## src/verilog/ebac_pkg.sv

```systemverilog
package ebac_pkg;
   // Register byte addresses (word aligned)
   localparam logic [7:0] EBAC_OFF_CTRL = 8'h00;
   localparam logic [7:0] EBAC_OFF_ADDR = 8'h04;
   localparam logic [7:0] EBAC_OFF_DATA = 8'h08;
   localparam logic [7:0] EBAC_OFF_STAT = 8'h0c;
   localparam logic [7:0] EBAC_OFF_CLR = 8'h10;
   localparam logic [7:0] EBAC_OFF_IEN = 8'h14;
   // Control field positions
   localparam int EBAC_B_READ = 0;
   localparam int EBAC_B_PROG = 1;
   localparam int EBAC_B_ARM = 2;
   localparam int EBAC_B_RIE = 3;
   localparam int EBAC_B_MODE = 4;
   // Status bits: 0 ready, 1 rejected access
   localparam int EBAC_NUM_EV = 2;
   // Programming modes
   localparam logic [1:0] EBAC_MODE_ATOMIC = 2'h0;
   localparam logic [1:0] EBAC_MODE_ERASE = 2'h1;
   localparam logic [1:0] EBAC_MODE_WRITE = 2'h2;
   localparam logic [1:0] EBAC_MODE_RSVD = 2'h3;
   localparam logic [7:0] EBAC_ERASED = 8'hff;
   localparam int EBAC_DEPTH = 256;
   // Timing
   localparam int EBAC_CLK_HZ = 20000000;
   localparam int EBAC_OSC_HZ = 8000000;
   localparam int EBAC_T_ATOMIC_US = 3400;
   localparam int EBAC_T_SPLIT_US = 1800;
   localparam int EBAC_ARM_CYC = 4;
   localparam int EBAC_READ_STALL = 4;
   localparam int EBAC_PROG_STALL = 2;
   localparam int EBAC_OSC_DIV =
      (EBAC_CLK_HZ + EBAC_OSC_HZ - 1) / EBAC_OSC_HZ;
   localparam int EBAC_ATOMIC_TICKS = EBAC_T_ATOMIC_US * 8;
   localparam int EBAC_SPLIT_TICKS = EBAC_T_SPLIT_US * 8;
   // Bus reply codes
   localparam logic [1:0] EBAC_RESP_OK = 2'h0;
   localparam logic [1:0] EBAC_RESP_SLVERR = 2'h2;

   typedef enum logic [2:0] {
      EBAC_IDLE = 3'b001,
      EBAC_STALL = 3'b010,
      EBAC_BUSY = 3'b100
   } ebac_state_e;

   // Bus outputs
   typedef struct packed {
      logic awready;
      logic wready;
      logic bvalid;
      logic [1:0] bresp;
      logic arready;
      logic rvalid;
      logic [31:0] rdata;
      logic [1:0] rresp;
   } ebac_bus_s;
endpackage

```

## src/verilog/ebac_core.sv

```systemverilog
// The implementer's own choices: the AXI4-Lite register port and the register addresses.
`timescale 1ns/1ns
module ebac_core
   import ebac_pkg::*;
(
   // Clock, reset, enable
   input wire logic i_mclk,
   input wire logic i_reset,
   input wire logic i_ce,
   // AXI4-Lite write
   input wire logic [7:0] i_awaddr,
   input wire logic i_awvalid,
   output logic o_awready,
   input wire logic [31:0] i_wdata,
   input wire logic [3:0] i_wstrb,
   input wire logic i_wvalid,
   output logic o_wready,
   output logic [1:0] o_bresp,
   output logic o_bvalid,
   input wire logic i_bready,
   // AXI4-Lite read
   input wire logic [7:0] i_araddr,
   input wire logic i_arvalid,
   output logic o_arready,
   output logic [31:0] o_rdata,
   output logic [1:0] o_rresp,
   output logic o_rvalid,
   input wire logic i_rready,
   // CPU side
   output logic o_cpu_stall,
   output logic o_irq
);

   // All block state except the array storage in one record
   typedef struct packed {
      ebac_bus_s bus;
      ebac_state_e st;
      logic aw_have;
      logic [7:0] aw_addr;
      logic w_have;
      logic [31:0] w_data;
      logic [3:0] w_strb;
      logic [7:0] addr;
      logic [7:0] data;
      logic [1:0] mode;
      logic rie;
      logic arm;
      logic [2:0] arm_cnt;
      logic [2:0] stall_cnt;
      logic [1:0] div_cnt;
      logic [15:0] tick_cnt;
      logic [7:0] op_addr;
      logic [7:0] op_data;
      logic [1:0] op_mode;
      logic [EBAC_NUM_EV-1:0] stat;
      logic [EBAC_NUM_EV-1:0] ien;
      logic stall;
      logic irq;
      logic rdy_q;
   } ebac_state_s;

   ebac_state_s s_reg;
   ebac_state_s s_next;
   // Array storage; no reset, contents survive
   logic [7:0] mem_reg [EBAC_DEPTH];
   logic mem_we;
   logic [7:0] mem_wval;

   // Combined next-state logic
   always_comb begin
      logic wr_go;
      logic [7:0] wa;
      logic [7:0] wb;
      logic busy;
      logic [EBAC_NUM_EV-1:0] ev;
      logic prog_req;
      logic read_req;
      logic [1:0] rresp;
      logic [31:0] rdat;
      wr_go = 1'b0;
      wa = 8'h00;
      wb = 8'h00;
      ev = '0;
      prog_req = 1'b0;
      read_req = 1'b0;
      rresp = EBAC_RESP_OK;
      rdat = 32'h0000_0000;
      mem_we = 1'b0;
      mem_wval = 8'h00;
      s_next = s_reg;
      busy = (s_reg.st != EBAC_IDLE);
      // Capture address and data in either order
      if (s_reg.bus.awready && i_awvalid) begin
         s_next.aw_have = 1'b1;
         s_next.aw_addr = i_awaddr;
      end
      if (s_reg.bus.wready && i_wvalid) begin
         s_next.w_have = 1'b1;
         s_next.w_data = i_wdata;
         s_next.w_strb = i_wstrb;
      end
      s_next.bus.awready = !s_next.aw_have && !s_reg.bus.bvalid;
      s_next.bus.wready = !s_next.w_have && !s_reg.bus.bvalid;
      if (s_reg.bus.bvalid && i_bready) begin
         s_next.bus.bvalid = 1'b0;
      end
      // Register write once both halves are here
      if (s_reg.aw_have && s_reg.w_have && !s_reg.bus.bvalid) begin
         wr_go = 1'b1;
         wa = s_reg.aw_addr;
         wb = s_reg.w_data[7:0];
         s_next.aw_have = 1'b0;
         s_next.w_have = 1'b0;
         s_next.bus.bvalid = 1'b1;
         s_next.bus.bresp = EBAC_RESP_OK;
         s_next.bus.awready = 1'b0;
         s_next.bus.wready = 1'b0;
         if (!s_reg.w_strb[0]) begin
            wr_go = 1'b0;
         end
      end
      // Arm window count-up
      if (s_reg.arm) begin
         if (s_reg.arm_cnt == 3'(EBAC_ARM_CYC - 1)) begin
            s_next.arm = 1'b0;
            s_next.arm_cnt = 3'h0;
         end else begin
            s_next.arm_cnt = s_reg.arm_cnt + 3'h1;
         end
      end
      if (wr_go) begin
         case (wa)
            EBAC_OFF_CTRL: begin
               if (!busy) begin
                  s_next.mode = wb[EBAC_B_MODE +: 2];
               end
               s_next.rie = wb[EBAC_B_RIE];
               if (wb[EBAC_B_ARM] && !s_reg.arm) begin
                  s_next.arm = 1'b1;
                  s_next.arm_cnt = 3'h0;
               end
               prog_req = wb[EBAC_B_PROG];
               read_req = wb[EBAC_B_READ];
            end
            EBAC_OFF_ADDR: begin
               if (!busy) begin
                  s_next.addr = wb;
               end else begin
                  ev[1] = 1'b1;
               end
            end
            EBAC_OFF_DATA: begin
               s_next.data = wb;
            end
            EBAC_OFF_CLR: begin
               s_next.stat = s_reg.stat & ~wb[EBAC_NUM_EV-1:0];
            end
            EBAC_OFF_IEN: begin
               s_next.ien = wb[EBAC_NUM_EV-1:0];
            end
            default: begin
               s_next.bus.bresp = EBAC_RESP_SLVERR;
            end
         endcase
      end
      // Operation sequencer
      case (s_reg.st)
         EBAC_IDLE: begin
            if (read_req) begin
               s_next.data = mem_reg[s_reg.addr];
               s_next.stall = 1'b1;
               s_next.stall_cnt = 3'(EBAC_READ_STALL - 1);
            end else if (prog_req && s_reg.arm
                         && s_next.mode != EBAC_MODE_RSVD) begin
               s_next.st = EBAC_STALL;
               s_next.op_addr = s_reg.addr;
               s_next.op_data = s_reg.data;
               s_next.op_mode = s_next.mode;
               s_next.arm = 1'b0;
               s_next.div_cnt = 2'h0;
               s_next.tick_cnt = 16'h0000;
               s_next.stall = 1'b1;
               s_next.stall_cnt = 3'(EBAC_PROG_STALL - 1);
            end
         end
         EBAC_STALL, EBAC_BUSY: begin
            if (read_req || prog_req) begin
               ev[1] = 1'b1;
            end
            if (s_reg.st == EBAC_STALL && !s_reg.stall) begin
               s_next.st = EBAC_BUSY;
            end
            if (s_reg.div_cnt == 2'(EBAC_OSC_DIV - 1)) begin
               s_next.div_cnt = 2'h0;
               s_next.tick_cnt = s_reg.tick_cnt + 16'h0001;
            end else begin
               s_next.div_cnt = s_reg.div_cnt + 2'h1;
            end
            if (s_reg.tick_cnt == 16'((s_reg.op_mode == EBAC_MODE_ATOMIC)
                  ? EBAC_ATOMIC_TICKS : EBAC_SPLIT_TICKS)) begin
               s_next.st = EBAC_IDLE;
               mem_we = 1'b1;
               ev[0] = 1'b1;
               case (s_reg.op_mode)
                  EBAC_MODE_ATOMIC: mem_wval = s_reg.op_data;
                  EBAC_MODE_ERASE: mem_wval = EBAC_ERASED;
                  EBAC_MODE_WRITE:
                     mem_wval = mem_reg[s_reg.op_addr] & s_reg.op_data;
                  default: mem_wval = mem_reg[s_reg.op_addr];
               endcase
            end
         end
         default: begin
            s_next.st = EBAC_IDLE;
         end
      endcase
      // Stall countdown
      if (s_reg.stall && !(read_req || prog_req)) begin
         if (s_reg.stall_cnt == 3'h0) begin
            s_next.stall = 1'b0;
         end else begin
            s_next.stall_cnt = s_reg.stall_cnt - 3'h1;
         end
      end
      // Sticky events: set wins over clear
      s_next.stat = s_next.stat | ev;
      // Read channel
      if (s_reg.bus.rvalid && i_rready) begin
         s_next.bus.rvalid = 1'b0;
      end
      s_next.bus.arready = !s_next.bus.rvalid;
      if (s_reg.bus.arready && i_arvalid) begin
         case (i_araddr)
            EBAC_OFF_CTRL: begin
               rdat[EBAC_B_MODE +: 2] = s_reg.mode;
               rdat[EBAC_B_RIE] = s_reg.rie;
               rdat[EBAC_B_ARM] = s_reg.arm;
               rdat[EBAC_B_PROG] = busy;
            end
            EBAC_OFF_ADDR: rdat[7:0] = s_reg.addr;
            EBAC_OFF_DATA: rdat[7:0] = s_reg.data;
            EBAC_OFF_STAT: rdat[EBAC_NUM_EV-1:0] = s_reg.stat;
            EBAC_OFF_IEN: rdat[EBAC_NUM_EV-1:0] = s_reg.ien;
            EBAC_OFF_CLR: rdat = 32'h0000_0000;
            default: rresp = EBAC_RESP_SLVERR;
         endcase
         s_next.bus.rvalid = 1'b1;
         s_next.bus.rdata = rdat;
         s_next.bus.rresp = rresp;
         s_next.bus.arready = 1'b0;
      end
      s_next.rdy_q = (s_next.st == EBAC_IDLE) && s_next.rie;
      s_next.irq = s_next.rdy_q || |(s_next.stat & s_next.ien);
   end

   // Register the state record
   always_ff @(posedge i_mclk) begin
      if (i_reset) begin
         if (s_reg.st == EBAC_IDLE) begin
            s_reg <= '0;
            s_reg.st <= EBAC_IDLE;
         end else begin
            s_reg.bus <= '0;
            s_reg.aw_have <= 1'b0;
            s_reg.w_have <= 1'b0;
            s_reg.stall <= 1'b0;
            s_reg.arm <= 1'b0;
            s_reg.rie <= 1'b0;
            s_reg.stat <= '0;
            s_reg.ien <= '0;
            s_reg.irq <= 1'b0;
            s_reg.st <= EBAC_BUSY;
            s_reg.div_cnt <= s_next.div_cnt;
            s_reg.tick_cnt <= s_next.tick_cnt;
            if (s_next.st == EBAC_IDLE) begin
               s_reg.st <= EBAC_IDLE;
            end
         end
      end else if (i_ce) begin
         s_reg <= s_next;
      end
   end

   always_ff @(posedge i_mclk) begin
      if (i_ce && mem_we) begin
         mem_reg[s_reg.op_addr] <= mem_wval;
      end
   end

   // Outputs straight from flops
   assign o_awready = s_reg.bus.awready;
   assign o_wready = s_reg.bus.wready;
   assign o_bvalid = s_reg.bus.bvalid;
   assign o_bresp = s_reg.bus.bresp;
   assign o_arready = s_reg.bus.arready;
   assign o_rvalid = s_reg.bus.rvalid;
   assign o_rdata = s_reg.bus.rdata;
   assign o_rresp = s_reg.bus.rresp;
   assign o_cpu_stall = s_reg.stall;
   assign o_irq = s_reg.irq;
endmodule // ebac_core

```

## config.mk

```make
export PLATFORM = sky130hd
export DESIGN_NAME = ebac_core
export DESIGN_NICKNAME = d
export VERILOG_FILES = /design/src/verilog/ebac_pkg.sv /design/src/verilog/ebac_core.sv
export SDC_FILE = /design/constraint.sdc
export NUM_CORES = 2
export LEC_CHECK = 0
export BUFFER_PORTS_ARGS = -buffer_cell sky130_fd_sc_hd__buf_4
export CAP_MARGIN = 10
export CORE_UTILIZATION = 40
export CTS_BUF_LIST = sky130_fd_sc_hd__clkbuf_4 sky130_fd_sc_hd__clkbuf_8
export CTS_CLUSTER_DIAMETER = 60
export DETAILED_ROUTE_END_ITERATION = 10
export MAX_ROUTING_LAYER = met4
export PLACE_DENSITY_LB_ADDON = 0.05
export SYNTH_ARGS = -nofsm -noshare
export SYNTH_HDL_FRONTEND = slang
export SYNTH_SLANG_ARGS = --single-unit
```

## constraint.sdc

```tcl
create_clock -name i_mclk -period 10.4 [get_ports i_mclk]
set_input_delay 1.56 -clock i_mclk [delete_from_list [all_inputs] [get_ports i_mclk]]
set_output_delay 1.56 -clock i_mclk [all_outputs]
set_load 0.05 [all_outputs]
```

==> impl_metrics.ini <==
[synthesis]
synth_edf_count = 2145
synth.area.top_cells = edfxtp_1 (63%), mux4_2 (23%), mux2i_1 (2.6%)
ys_async_sr_fraction = 0
ys_warn_count = 0
synth.distinct_cells = 70
synthCells = 5414
synth-compound-area-share = 0.04017
ys_ff_latch = 2170
syn_area_sq_um = 101700
synth.area.mux_share = 0.2597
synth_simple_gate_area_frac = 0.03678
yosys_most_used_dff = edfxtp_1
avgSynthCellArea_sq_um = 18.79
synthAdderAreaFrac = 0.0006150
ys_seq_area_frac = 0.6381
synth_common_cells = edfxtp_1 (2,145), mux4_2 (1,048), nor2_1 (333)
yosysMostFrequentCell = edfxtp_1
synth_top_area_cell = edfxtp_1
synthXorXnorAreaFrac = 0.00008610
synth_top_family_by_area = multiplexers
synth_top_area_frac = 0.6332

[sta]
tightest_slew_ns = 1.312
period_minus_slack_ns = 6.675
fmax_ghz = 0.1498
tns_ns = 0
slew_headroom = 0.1178
hold_ws_ns = 0.4793
finClkSkew_ns = 0.09112
finalHoldViolations = 0
final_max_slew_viol_count = 0
fin_crit_sh = 0.6419
rsz0062_at_grt = no
setup_viol = 0

[worst_setup_path]
cp.required_ns = 11.10
critPathSlowestCell = a21oi_4
rr_endpoint = mem_reg[254][0]
arrival_ns = 7.38
r2r_slack_ns = 3.72
path_max_fanout = 160
path_buf_inv = 4
cp-start-kind = register
end_kind = register
rr_worst_depth = 10
crit_type = reg2reg
crit_chain = buf_4, buf_4, mux4_2, a22oi_1, a31o_2, a41oi_1, nor4_2, a21oi_4, buf_4, buf_12
cpLargestDelayFamily = buffers and inverters
crit_top_cell = buf_4
cp_slowest_stage_delay_ns = 0.83

[clock_tree]
clkLatencyLatePin_ns = 1.09
cts_buffers = 396
clk_path_buf_depth = 4
clkSinkCount = 2170
htreeDepth = 5
cts_tree = built
path_clk_slew_ns = 0.07
post-cts-setup-buffer-count = 0
cts_resized = 0
cts_root_buf = clkbuf_8
cts_hold_buf = 0

[job]
drv_cap = 0

[min_path]
min_to = s_reg[5]
hold_class = reg2reg
worstHoldStart = s_reg[5]
holdPathStages = 2

[die]
coreArea_sq_um = 252100
die-width_um = 506.3
boundaryPins = 103
dieArea_sq_um = 256300
core.rowCount = 184
die_height_um = 506.3
floorplan.initialDensity = 0.4035

[place]
placed_area_sq_um = 106000
hpwl_um = 216100
numPortBuffers = 50
gp_congestion = 0.9330

[layout]
fin_util = 0.4503
final.fill_count = 21760
multi_input_area_sq_um = 34680
final_nets = 5691
seqCellArea_sq_um = 64940
drive_gt1_frac = 0.3367
final_cell_area_sq_um = 113500
largest_reg_flops = 2048
area_delta_synth_final_pct = 11.58

[detailed_routing]
route.detailed.drc = 0
viasPerCell = 6.262
ant_nets = 0
drt_wl_total_um = 339800
drt_iter0_markers = 6589
dr.pass1.iters = 5
wl_per_cell_um = 36.67
vias = 58020

[global_route]
antenna_found_initial = 15
grt_pass1_wl_um = 473300
grt_max_degree = 209
track_usage = 0.2726
gr-total-overflow = 0
grt_pass1_vias = 59120

[run_status]
status = finished, final reports clean

[power_and_ir_drop]
fin_total_pwr_mw = 18.89
p_leak_nw = 40.06
power-per-cell-area_nw_per_um2 = 166.5
vdd_ir_drop_max_mv = 0.1309
-- cell usage in the layout (no fill, tap or decap), drive strengths merged, types with 10 or more instances in the layout --
cell type,n
nor4,15
and3,29
nand2b,18
o21ai,50
o22ai,113
a221oi,20
mux2i,263
o221ai,33
inv,40
o211ai,18
a31o,12
a211oi,42
nor2b,28
a2111oi,10
and2,53
nand4,10
a21oi,138
mux2,16
bufinv,13
nor3,48
dfxtp,25
a41oi,18
or2,11
mux4,1048
clkbuf,510
nand2,168
buf,253
nor2,334
conb,25
clkinv,149
a22oi,108
nand3,62
edfxtp,2145
-- routing by layer --
metal,vias up,wire length [um],track usage
li1,23490,-,-
met1,31620,144900,0.3717
met2,2338,159300,0.4162
met3,578,24680,0.05115
met4,0,10890,0.08176
met5,-,0,-
-- cells by family (layout without fill, tap and decap cells) --
kind of cell | Yosys count | in the layout
flip-flops | 2170 | 2170
buffers and inverters | 497 | 970
adder cells (fa/ha/maj) | 5 | 5
AO/OA/AOI/OAI | 603 | 603
XOR/XNOR | 1 | 1
multiplexers | 1327 | 1327
AND/OR/NAND/NOR | 810 | 810
other | 1 | 32
-- per-stage QoR --
stage | setup slack (ns) | std cells
after floorplan | 3.110 | 5438
after global placement | 3.869 | 8570
after detailed placement | 3.799 | 8572
after CTS | 3.703 | 9255
after global routing | 3.542 | 9264
final | 3.725 | 9266
-- power by group --
part | total [mW] | leakage (nW) | internal, mW | switching [mW]
logic | 1.38 | 11.1 | 0.443 | 0.939
clock network | 7.92 | 3.95 | 4.28 | 3.64
registers | 9.59 | 25.0 | 9.51 | 0.0819
total | 18.9 | 40.1 | 14.2 | 4.66
-- layout make-up --
cell class | count | share of cell area
Tap cell | 3348 | 0.03691
Clock buffer | 510 | 0.05583
Multi-Input combinational cell | 2771 | 0.3055
Sequential cell | 2170 | 0.5722
Clock inverter | 173 | 0.009800
Antenna cell | 7 | 0.0001543
Timing Repair Buffer | 253 | 0.01849
Inverter | 34 | 0.001146
-- worst max path at each step --
| stage | endpoint | depth (start not counted) | slack, ns |
|---|---|---|---|
| 6_report | mem_reg[254][0] | 10 | 3.72 |
| 5_1_grt | mem_reg[239][0] | 10 | 3.54 |
| 4_1_cts | mem_reg[254][0] | 10 | 3.70 |
| 3_5_place_dp | mem_reg[253][0] | 10 | 3.80 |
| 3_3_place_gp | mem_reg[254][0] | 10 | 3.87 |
| 2_1_floorplan | mem_reg[0][6] | 11 | 3.11 |
-- tightest hold or removal path, stage by stage (launching register included) --
cell	delay (ns)
dfxtp_1	0.32
nand2_1	0.06
a21oi_1	0.05
(Power assumes the default switching activity.)
